--- config.mk ---
export PLATFORM = sky130hd
export DESIGN_NAME = ttx_insert
export DESIGN_NICKNAME = d
export VERILOG_FILES = /design/src/logic/ttx_pkg.sv /design/src/logic/bit_stream_if.sv /design/src/logic/ttx_pair_buffer.sv /design/src/logic/ttx_insert.sv
export SDC_FILE = /design/constraint.sdc
export NUM_CORES = 1
export LEC_CHECK = 0
export ABC_AREA = 1
export ABC_CLOCK_PERIOD_IN_PS = 5400
export BUFFER_PORTS_ARGS = -buffer_cell sky130_fd_sc_hd__buf_2
export CAP_MARGIN = 20
export CORE_MARGIN = 2
export CORE_UTILIZATION = 30
export CTS_CLUSTER_DIAMETER = 50
export DETAILED_ROUTE_END_ITERATION = 7
export RECOVER_POWER = 100
export REMOVE_ABC_BUFFERS = 1
export SETUP_SLACK_MARGIN = 0.3
export SKIP_CTS_REPAIR_TIMING = 1
export SYNTH_ARGS = -nofsm -noshare
export SYNTH_HDL_FRONTEND = slang
export SYNTH_HIERARCHICAL = 1
export SYNTH_SLANG_ARGS = --single-unit
--- constraint.sdc ---
create_clock -name core_clk -period 5.4 [get_ports core_clk]
set_clock_uncertainty 0.2 [all_clocks]
set_input_delay 0.27 -clock core_clk [delete_from_list [all_inputs] [get_ports core_clk]]
set_output_delay 0.27 -clock core_clk [all_outputs]
set_load 0.1 [all_outputs]
--- src/logic/ttx_pkg.sv ---
package ttx_pkg;

   // ------------------------------------------------------------
   // Clock and rate figures
   // ------------------------------------------------------------
   localparam int CLK_NS         = 50;
   localparam int CLK_HBPS       = 1000000000 / CLK_NS / 100;
   localparam int RATE_625_HBPS  = 69375;
   localparam int RATE_525_HBPS  = 57272;
   localparam int T_INS_625_NS   = 9780;
   localparam int T_INS_525_NS   = 10500;
   localparam int INS_625_CYC    = (T_INS_625_NS + CLK_NS - 1) / CLK_NS;
   localparam int INS_525_CYC    = (T_INS_525_NS + CLK_NS - 1) / CLK_NS;
   localparam int BITS_625       = 360;
   localparam int BITS_WST       = 296;
   localparam int BITS_NABTS     = 288;

   // ------------------------------------------------------------
   // Register indices; byte address is four times the index
   // ------------------------------------------------------------
   localparam logic [7:0] IX_STATUS = 8'h60;
   localparam logic [7:0] IX_MODE   = 8'h6B;
   localparam logic [7:0] IX_CTRL   = 8'h6F;
   localparam logic [7:0] IX_HSTART = 8'h73;
   localparam logic [7:0] IX_DELAY  = 8'h74;
   localparam logic [7:0] IX_OVS    = 8'h76;
   localparam logic [7:0] IX_OVE    = 8'h77;
   localparam logic [7:0] IX_EVS    = 8'h78;
   localparam logic [7:0] IX_EVE    = 8'h79;
   localparam logic [7:0] IX_MSB    = 8'h7C;

   // ------------------------------------------------------------
   // Field positions and values after reset
   // ------------------------------------------------------------
   localparam int         EN_BIT     = 5;
   localparam int         UNDER_BIT  = 2;
   localparam int         OVS8_BIT   = 0;
   localparam int         EVS8_BIT   = 1;
   localparam int         OVE8_BIT   = 2;
   localparam int         EVE8_BIT   = 3;
   localparam logic [7:0] RST_HSTART = 8'h00;
   localparam logic [3:0] RST_DELAY  = 4'h0;
   localparam logic [8:0] RST_LINE   = 9'h000;

   // ------------------------------------------------------------
   // Buffer shape
   // ------------------------------------------------------------
   localparam int BUF_DEPTH = 2;
   localparam int BUF_WIDTH = 1;
   localparam int BUF_AW    = 1;

   typedef enum logic [1:0] {
      STD_625,
      STD_WST,
      STD_NABTS
   } ttx_std_t;

   function automatic logic [8:0] win_bits(input ttx_std_t s);
      case (s)
         STD_625: win_bits = 9'(BITS_625);
         STD_WST: win_bits = 9'(BITS_WST);
         default: win_bits = 9'(BITS_NABTS);
      endcase
   endfunction

   function automatic logic [18:0] bit_rate(input ttx_std_t s);
      bit_rate = (s == STD_625) ? 19'(RATE_625_HBPS) : 19'(RATE_525_HBPS);
   endfunction

   function automatic logic [10:0] ins_start(input ttx_std_t s);
      ins_start = (s == STD_625) ? 11'(INS_625_CYC) : 11'(INS_525_CYC);
   endfunction

endpackage

--- src/logic/bit_stream_if.sv ---
`timescale 1ns/1ps
interface bit_stream_if;
   logic                          valid;
   logic                          ready;
   logic [ttx_pkg::BUF_WIDTH-1:0] data;

   modport src (output valid, output data, input ready);
   modport snk (input valid, input data, output ready);
endinterface

--- src/logic/ttx_pair_buffer.sv ---
`timescale 1ns/1ps
module ttx_pair_buffer import ttx_pkg::*; (
   // Clock and reset
   input wire logic    core_clk,
   input wire logic    reset,
   // Streams
   bit_stream_if.snk   fill,
   bit_stream_if.src   drain
);

   // ------------------------------------------------------------
   // State
   // ------------------------------------------------------------
   typedef struct packed {
      logic [BUF_DEPTH-1:0][BUF_WIDTH-1:0] mem;
      logic [BUF_AW-1:0]                   wp;
      logic [BUF_AW-1:0]                   rp;
      logic [BUF_AW:0]                     cnt;
   } buf_state_t;

   buf_state_t s_r;
   buf_state_t s_nxt;
   logic       push;
   logic       pop;

   function automatic logic [BUF_AW-1:0] wrap(input logic [BUF_AW-1:0] p);
      wrap = (p == BUF_AW'(BUF_DEPTH - 1)) ? '0 : BUF_AW'(p + 1'b1);
   endfunction

   assign fill.ready  = (s_r.cnt != (BUF_AW + 1)'(BUF_DEPTH));
   assign drain.valid = (s_r.cnt != '0);
   assign drain.data  = s_r.mem[s_r.rp];
   assign push        = fill.valid && fill.ready;
   assign pop         = drain.valid && drain.ready;

   // ------------------------------------------------------------
   // Next state
   // ------------------------------------------------------------
   always_comb begin
      s_nxt = s_r;
      if (push) begin
         s_nxt.mem[s_r.wp] = fill.data;
         s_nxt.wp          = wrap(s_r.wp);
      end
      if (pop) begin
         s_nxt.rp = wrap(s_r.rp);
      end
      case ({push, pop})
         2'b10:   s_nxt.cnt = s_r.cnt + 1'b1;
         2'b01:   s_nxt.cnt = s_r.cnt - 1'b1;
         default: s_nxt.cnt = s_r.cnt;
      endcase
   end

   always_ff @(posedge core_clk) begin
      if (reset) begin
         s_r <= '0;
      end else begin
         s_r <= s_nxt;
      end
   end

endmodule // ttx_pair_buffer

--- src/logic/ttx_insert.sv ---
// Notes on behaviour
// Insertion starts 9.78us or 10.5us after sync.
// Source gives one bit per request pulse.
// Sampling point delayed by programmed request delay.
// Requests begin at programmed horizontal start.
// 625-line window: 360 bits at 6.9375 Mbit/s.
// World standard window: 296 bits, 5.7272 Mbit/s.
// NABTS window: 288 bits, 5.7272 Mbit/s.
// Enable bit low keeps window closed.
// Insert only inside odd/even field line ranges.
// Host configures shared pins before use.
// Request delay is low nibble at index 74h.
// Request output idle outside window and lines.
`timescale 1ns/1ps
module ttx_insert import ttx_pkg::*; (
   // Clock and reset
   input  wire logic        core_clk,
   input  wire logic        reset,
   // Avalon-MM slave
   input  wire logic [9:0]  address,
   input  wire logic        read,
   input  wire logic        write,
   input  wire logic [31:0] writedata,
   input  wire logic [3:0]  byteenable,
   output wire logic [31:0] readdata,
   output wire logic        waitrequest,
   // Video timing
   input  wire logic        line_start,
   input  wire logic        field_start,
   input  wire logic        odd_field,
   // Teletext source
   input  wire logic        teletext_serial_in,
   output wire logic        bit_request_out,
   // Insertion into the video path
   output wire logic        insert_active,
   output wire logic        insert_bit
);

   // ------------------------------------------------------------
   // State
   // ------------------------------------------------------------
   typedef struct packed {
      logic        en;
      ttx_std_t    std;
      logic [7:0]  hstart;
      logic [3:0]  delay;
      logic [8:0]  ovs;
      logic [8:0]  ove;
      logic [8:0]  evs;
      logic [8:0]  eve;
      logic        busy;
      logic [7:0]  rdata;
      logic [10:0] hcnt;
      logic [8:0]  line;
      logic        line_ok;
      logic [18:0] req_acc;
      logic [18:0] ins_acc;
      logic        req_on;
      logic        req_pend;
      logic        req_out;
      logic [8:0]  req_n;
      logic [15:0] hist;
      logic [4:0]  inflight;
      logic        ins_on;
      logic [8:0]  ins_n;
      logic        ins_bit;
      logic        underrun;
   } state_t;

   localparam state_t RST_STATE = '{
      busy:    1'b1,
      std:     STD_625,
      hstart:  RST_HSTART,
      delay:   RST_DELAY,
      ovs:     RST_LINE,
      ove:     RST_LINE,
      evs:     RST_LINE,
      eve:     RST_LINE,
      default: '0
   };

   state_t      s_r;
   state_t      s_nxt;
   logic [7:0]  index;
   logic        go;
   logic [18:0] req_sum;
   logic [18:0] ins_sum;
   logic        req_tick;
   logic        ins_tick;
   logic        pend_now;
   logic        issue;
   logic        capture;
   logic        pop;
   logic        drain;
   logic [8:0]  bits;
   logic [8:0]  next_line;

   bit_stream_if fill_if ();
   bit_stream_if drain_if ();

   ttx_pair_buffer ttx_pair_buffer_i (
      .core_clk (core_clk),
      .reset    (reset),
      .fill     (fill_if),
      .drain    (drain_if)
   );

   function automatic logic in_range(input logic [8:0] l,
                                     input logic [8:0] lo,
                                     input logic [8:0] hi);
      in_range = (l >= lo) && (l <= hi);
   endfunction

   function automatic logic [18:0] acc_step(input logic [18:0] sum);
      acc_step = (sum >= 19'(CLK_HBPS)) ? 19'(sum - 19'(CLK_HBPS)) : sum;
   endfunction

   // ------------------------------------------------------------
   // Combinational terms
   // ------------------------------------------------------------
   assign index     = address[9:2];
   assign bits      = win_bits(s_r.std);
   assign go        = s_r.en && s_r.line_ok;
   assign req_sum   = s_r.req_acc + bit_rate(s_r.std);
   assign ins_sum   = s_r.ins_acc + bit_rate(s_r.std);
   assign req_tick  = s_r.req_on && (req_sum >= 19'(CLK_HBPS));
   assign ins_tick  = s_r.ins_on && (ins_sum >= 19'(CLK_HBPS));
   assign pend_now  = s_r.req_pend || req_tick;
   // Only one bit may be in flight, so the buffer can never overflow.
   assign issue     = s_r.req_on && pend_now && fill_if.ready
                      && (s_r.inflight == '0) && !line_start;
   assign capture   = s_r.hist[s_r.delay];
   assign pop       = ins_tick;
   // Leftover bits from an earlier line are discarded before requesting.
   assign drain     = !s_r.req_on && !s_r.ins_on && (s_r.req_n == '0)
                      && (s_r.inflight == '0);
   assign next_line = field_start ? 9'h001 : 9'(s_r.line + 1'b1);

   assign fill_if.valid  = capture;
   assign fill_if.data   = teletext_serial_in;
   assign drain_if.ready = pop || drain;

   assign readdata        = {24'h000000, s_r.rdata};
   assign waitrequest     = s_r.busy;
   assign bit_request_out = s_r.req_out;
   assign insert_active   = s_r.ins_on;
   assign insert_bit      = s_r.ins_bit;

   // ------------------------------------------------------------
   // Next state
   // ------------------------------------------------------------
   always_comb begin
      s_nxt = s_r;

      // ------------------------------------------------------------
      // Bus slave: one wait cycle, then the access completes.
      // ------------------------------------------------------------
      if (s_r.busy) begin
         if (read || write) begin
            s_nxt.busy = 1'b0;
            case (index)
               IX_STATUS: s_nxt.rdata = {5'h00, s_r.underrun,
                                         s_r.ins_on, s_r.req_on};
               IX_MODE:   s_nxt.rdata = {6'h00, s_r.std};
               IX_CTRL:   s_nxt.rdata = 8'(s_r.en) << EN_BIT;
               IX_HSTART: s_nxt.rdata = s_r.hstart;
               IX_DELAY:  s_nxt.rdata = {4'h0, s_r.delay};
               IX_OVS:    s_nxt.rdata = s_r.ovs[7:0];
               IX_OVE:    s_nxt.rdata = s_r.ove[7:0];
               IX_EVS:    s_nxt.rdata = s_r.evs[7:0];
               IX_EVE:    s_nxt.rdata = s_r.eve[7:0];
               IX_MSB:    s_nxt.rdata = {4'h0, s_r.eve[8], s_r.ove[8],
                                         s_r.evs[8], s_r.ovs[8]};
               default:   s_nxt.rdata = 8'h00;
            endcase
         end
      end else begin
         s_nxt.busy = 1'b1;
         if (write && byteenable[0]) begin
            case (index)
               IX_STATUS: begin
                  if (writedata[UNDER_BIT]) begin
                     s_nxt.underrun = 1'b0;
                  end
               end
               IX_MODE: begin
                  s_nxt.std = (writedata[1:0] == 2'h3) ? STD_NABTS
                              : ttx_std_t'(writedata[1:0]);
               end
               IX_CTRL:   s_nxt.en = writedata[EN_BIT];
               IX_HSTART: s_nxt.hstart = writedata[7:0];
               IX_DELAY:  s_nxt.delay = writedata[3:0];
               IX_OVS:    s_nxt.ovs[7:0] = writedata[7:0];
               IX_OVE:    s_nxt.ove[7:0] = writedata[7:0];
               IX_EVS:    s_nxt.evs[7:0] = writedata[7:0];
               IX_EVE:    s_nxt.eve[7:0] = writedata[7:0];
               IX_MSB: begin
                  s_nxt.ovs[8] = writedata[OVS8_BIT];
                  s_nxt.evs[8] = writedata[EVS8_BIT];
                  s_nxt.ove[8] = writedata[OVE8_BIT];
                  s_nxt.eve[8] = writedata[EVE8_BIT];
               end
               default: begin
               end
            endcase
         end
      end

      // ------------------------------------------------------------
      // Line and field position.
      // ------------------------------------------------------------
      if (line_start) begin
         s_nxt.hcnt     = '0;
         s_nxt.line     = next_line;
         s_nxt.line_ok  = odd_field
                          ? in_range(next_line, s_r.ovs, s_r.ove)
                          : in_range(next_line, s_r.evs, s_r.eve);
         s_nxt.req_on   = 1'b0;
         s_nxt.req_pend = 1'b0;
         s_nxt.req_n    = '0;
         s_nxt.ins_on   = 1'b0;
      end else begin
         if (s_r.hcnt != '1) begin
            s_nxt.hcnt = s_r.hcnt + 1'b1;
         end

         // ------------------------------------------------------------
         // Request phase.
         // ------------------------------------------------------------
         if (go && !s_r.req_on && (s_r.req_n == '0)
             && (s_r.hcnt == {3'h0, s_r.hstart})) begin
            s_nxt.req_on   = 1'b1;
            s_nxt.req_acc  = '0;
            // The first bit is asked for at once, so the start point
            // does not drift with the bit rate of the standard.
            s_nxt.req_pend = 1'b1;
         end
         if (s_r.req_on) begin
            s_nxt.req_acc  = acc_step(req_sum);
            s_nxt.req_pend = pend_now && !issue;
         end
         if (issue) begin
            s_nxt.req_n = s_r.req_n + 1'b1;
            if (9'(s_r.req_n + 1'b1) == bits) begin
               s_nxt.req_on   = 1'b0;
               s_nxt.req_pend = 1'b0;
            end
         end

         // ------------------------------------------------------------
         // Insertion phase, fixed distance from sync.
         // ------------------------------------------------------------
         if (go && !s_r.ins_on && (s_r.ins_n == '0)
             && (s_r.hcnt == ins_start(s_r.std))) begin
            s_nxt.ins_on  = 1'b1;
            s_nxt.ins_acc = '0;
         end
         if (s_r.ins_on) begin
            s_nxt.ins_acc = acc_step(ins_sum);
         end
         if (pop) begin
            s_nxt.ins_bit = drain_if.valid ? drain_if.data[0] : 1'b0;
            s_nxt.ins_n   = s_r.ins_n + 1'b1;
            if (9'(s_r.ins_n + 1'b1) == bits) begin
               s_nxt.ins_on = 1'b0;
            end
         end
      end

      if (line_start || !s_r.ins_on) begin
         s_nxt.ins_n = (line_start) ? '0 : s_nxt.ins_n;
      end

      // Clearing the enable shuts both phases at once.
      if (!s_r.en) begin
         s_nxt.req_on   = 1'b0;
         s_nxt.req_pend = 1'b0;
         s_nxt.ins_on   = 1'b0;
      end

      // ------------------------------------------------------------
      // Request pulse is one cycle wide per bit.
      // ------------------------------------------------------------
      s_nxt.req_out  = issue;
      s_nxt.hist     = {s_r.hist[14:0], s_r.req_out};
      // One bit in flight caps the rate at one per delay plus three.
      s_nxt.inflight = 5'(s_r.inflight + {4'h0, issue}
                          - {4'h0, capture});

      // ------------------------------------------------------------
      // An underrun set in the same cycle as a clear is kept.
      // ------------------------------------------------------------
      if (pop && !drain_if.valid) begin
         s_nxt.underrun = 1'b1;
      end
   end

   // ------------------------------------------------------------
   // Registers
   // ------------------------------------------------------------
   always_ff @(posedge core_clk) begin
      if (reset) begin
         s_r <= RST_STATE;
      end else begin
         s_r <= s_nxt;
      end
   end

endmodule // ttx_insert

==> impl_metrics.ini <==
[logic_synthesis]
synth-edff-count = 0
ys.flop_type = dfxtp_1
async_flop_share_pct = 0
synthesis.area_mm2 = 0.0115
yosysUniqueCellTypes = 60
syn_area_per_cell_um2 = 6.62
ys_ff_latch = 170
yosys_warnings = 6
syn_inst = 1736
ys_seq_area_share_pct = 29.6

[route]
remaining_drc_errors = 0
drt-vias-per-instance = 4.73
drtAntennaViolNets = 0
drt-pass1-iter-count = 5
wl_per_cell_um = 13.2
vias = 10800
drt-initial-drc-count = 603
finalWirelength_um = 30200

[sta]
holdWs_ns = -0.0394
worstMarginPinSlew_ns = 3.10
hold_viol = 2
min_period_ns = 4.76
finalMaxSlewViolations = 115
fmax_mhz = 210
fin_crit_sh_pct = 88.2
grt_setup_unrepaired = no
setup-violations-final = 0
slew_headroom_pct = -107
fin_tns_setup_ns = 0

[hold_path]
whs_path_depth = 3
hp-start = writedata[2]
hold_end = s_r[142]
hp-class = in -> reg

[critical_path]
worst_setup_path_start_kind = flop
rrSetupSlack_ns = 0.64
cpMostUsedCell = nand2_1
critPathRequiredTime_ns = 5.59
crit_family = simple AND/OR/NAND/NOR gates
critPathCaptureType = flop
timing.rr.start = s_r[162]
r2r-end = ttx_pair_buffer_i/s_r[1]
cp_data_arrival_time_ns = 4.96
path_class = reg -> reg
cp_max_fo = 13
slowest_stage = dfxtp_1
r2r.worst_path.cells = 30
cp_slowest_stage_delay_ns = 0.44
cp_num_buf_inv = 4

[pwr]
power-per-cell-area_mw_per_mm2 = 217
p_int_uw = 1930
p_comb_share_pct = 7.7
swShare_pct = 29.8
p_leak_uw = 0.00535
seqPwrFrac_pct = 46.2
p_switching_uw = 819
total_power_uw = 2750
pwr-share-clk_pct = 46.1
vdd_drop_max_mv = 0.247

[final_layout]
multi_input_area_mm2 = 0.00667
area_growth_pct = 9.98
nFillCells = 4142
drive_above_1_share_pct = 8.40
regArea_mm2 = 0.00340
num_antenna_cells = 0
stdcell_area_mm2 = 0.0126
fin_nets = 1880
finalNonFillerCells = 2284

[cts]
clk_latency_ns = 0.45
cts_tree = built
cts.sinks = 170
clockBufferDepth = 2
numCtsBuffers = 17
htreeDepth = 4
root_buffer = clkbuf_16
clkTransAtPathRegs_ns = 0.08

[floorplanning]
die-area_mm2 = 0.0399
std_cell_rows = 71
core_area_mm2 = 0.0377
initial_core_util_pct = 30.5
io_pins = 90
die_width_um = 200
die_height_um = 200

[place]
placed_cells = 2242
port_buffers = 36
dp_hpwl_um = 22600
gp_congestion = 0.863
dpl_cell_area_mm2 = 0.0120

[grt]
grt_max_degree = 63
busiest_layer = met2
grt_antenna_before_repair = 0
overflow = 0
grt_use_met2_pct = 26.6
track_usage_pct = 15.7
grt_util_met3_pct = 2.45
use_met1_pct = 20.5
grt_pass1_vias = 10200
grt_pass1_wl_um = 50500

[status]
outcome = complete, but fails checks
violations = hold timing, capacitance limit, slew limit

[job]
cap_violations = 2
[metal layers]
metal | wire length, µm | share of wire (%)
met1 | 14600 | 48
met2 | 14300 | 47
met3 | 938 | 3.1
met4 | 440 | 1.5
met5 | 0 | 0
[cell usage after synthesis (all sizes together), types with 2 or more instances]
master     n  area (µm²)
a211oi     4        30.0
a21boi     4        30.0
a21oi    162         833
a221oi     8        70.1
a31o       2        17.5
a31oi      2        12.5
and2       6        37.5
buf       45         329
clkbuf    29         109
clkinv     2        8.75
dfxtp    170        3400
ha        65         813
inv      273        1020
nand2    397        1620
nand3    138         756
nand3b     8        67.6
nand4     35         234
nor2     169         684
nor3      31         160
nor4       8        56.3
o2111ai    5        43.8
o211ai     5        37.5
o21ai     98         490
o221ai     4        35.0
o22ai      9        56.3
o32ai      3        26.3
or2        2        12.5
xnor2      8        77.6
xor2      35         344
[logic make-up after synthesis]
kind of cell | count (synthesis) | synth area share [%]
simple gates | 796 | 31.7
buf+inv | 349 | 12.8
compound gates | 311 | 15.0
other cells | 1 | 0.0326
flops | 170 | 29.6
xor+xnor | 43 | 3.67
fa+ha+maj | 66 | 7.25
[registers in the layout, indices dropped and copies added, names as in the netlist]
register and flops:
s_r 137, s_nxt 15, readdata 8, ttx_pair_buffer_i/s_r 6, bit_request_out 1, insert_active 1, insert_bit 1, waitrequest 1
[placed cells by master (no fill, tap or decap), types with 24 or more instances in the layout]
| master | Yosys | final |
|---|---|---|
| nor2_1 | 155 | 157 |
| xor2_1 | 30 | 31 |
| o21ai_0 | 95 | 96 |
| conb_1 | 1 | 24 |
| inv_1 | 258 | 259 |
| nand4_1 | 34 | 34 |
| a21oi_1 | 158 | 159 |
| ha_1 | 65 | 64 |
| nand3_1 | 128 | 131 |
| nand2_1 | 363 | 367 |
| dfxtp_1 | 170 | 169 |
| nor3_1 | 30 | 30 |
[worst max-delay path by stage]
stage	startpoint	end	slack, ns	cells past startpoint
2_1_floorplan	s_r[161]	s_r[16]	0.81	29
3_3_place_gp	s_r[162]	s_r[16]	0.49	30
3_5_place_dp	s_r[162]	s_r[16]	0.47	30
4_1_cts	s_r[162]	s_r[16]	0.45	30
5_1_grt	s_r[162]	ttx_pair_buffer_i/s_r[1]	0.21	29
6_report	s_r[162]	ttx_pair_buffer_i/s_r[1]	0.64	30
[power groups by stage]
stage               sequential [µW]  combinational [µW]  clock, µW
global placement               1300                 209          0
CTS                            1270                 213       1290
floorplan                      1300                 150          0
detailed placement             1300                 213          0
global route                   1270                 233       1350
finish                         1270                 212       1270
[through the flow]
stage / setup WS [ns] / utilization [%]
after detailed placement: 0.472 / 32.0
after global routing: 0.207 / 33.6
after floorplan: 0.805 / -
after CTS: 0.450 / 33.6
final: 0.637 / 33.6
after global placement: 0.495 / 32.0
[cell type report]
class                      count  area share, %
multi-input combinational   1240           52.7
sequential                   170           26.9
inverter                     275           8.17
tap                          511           5.06
clock buffer                  17           3.36
timing repair buffer          56           2.37
clock inverter                15           1.41
[worst min-delay path, stage by stage]
cell      delay [ns]
buf_2           0.14
nor2_1          0.11
a211oi_1        0.05
Note: power is estimated with default switching activity, not from simulation.
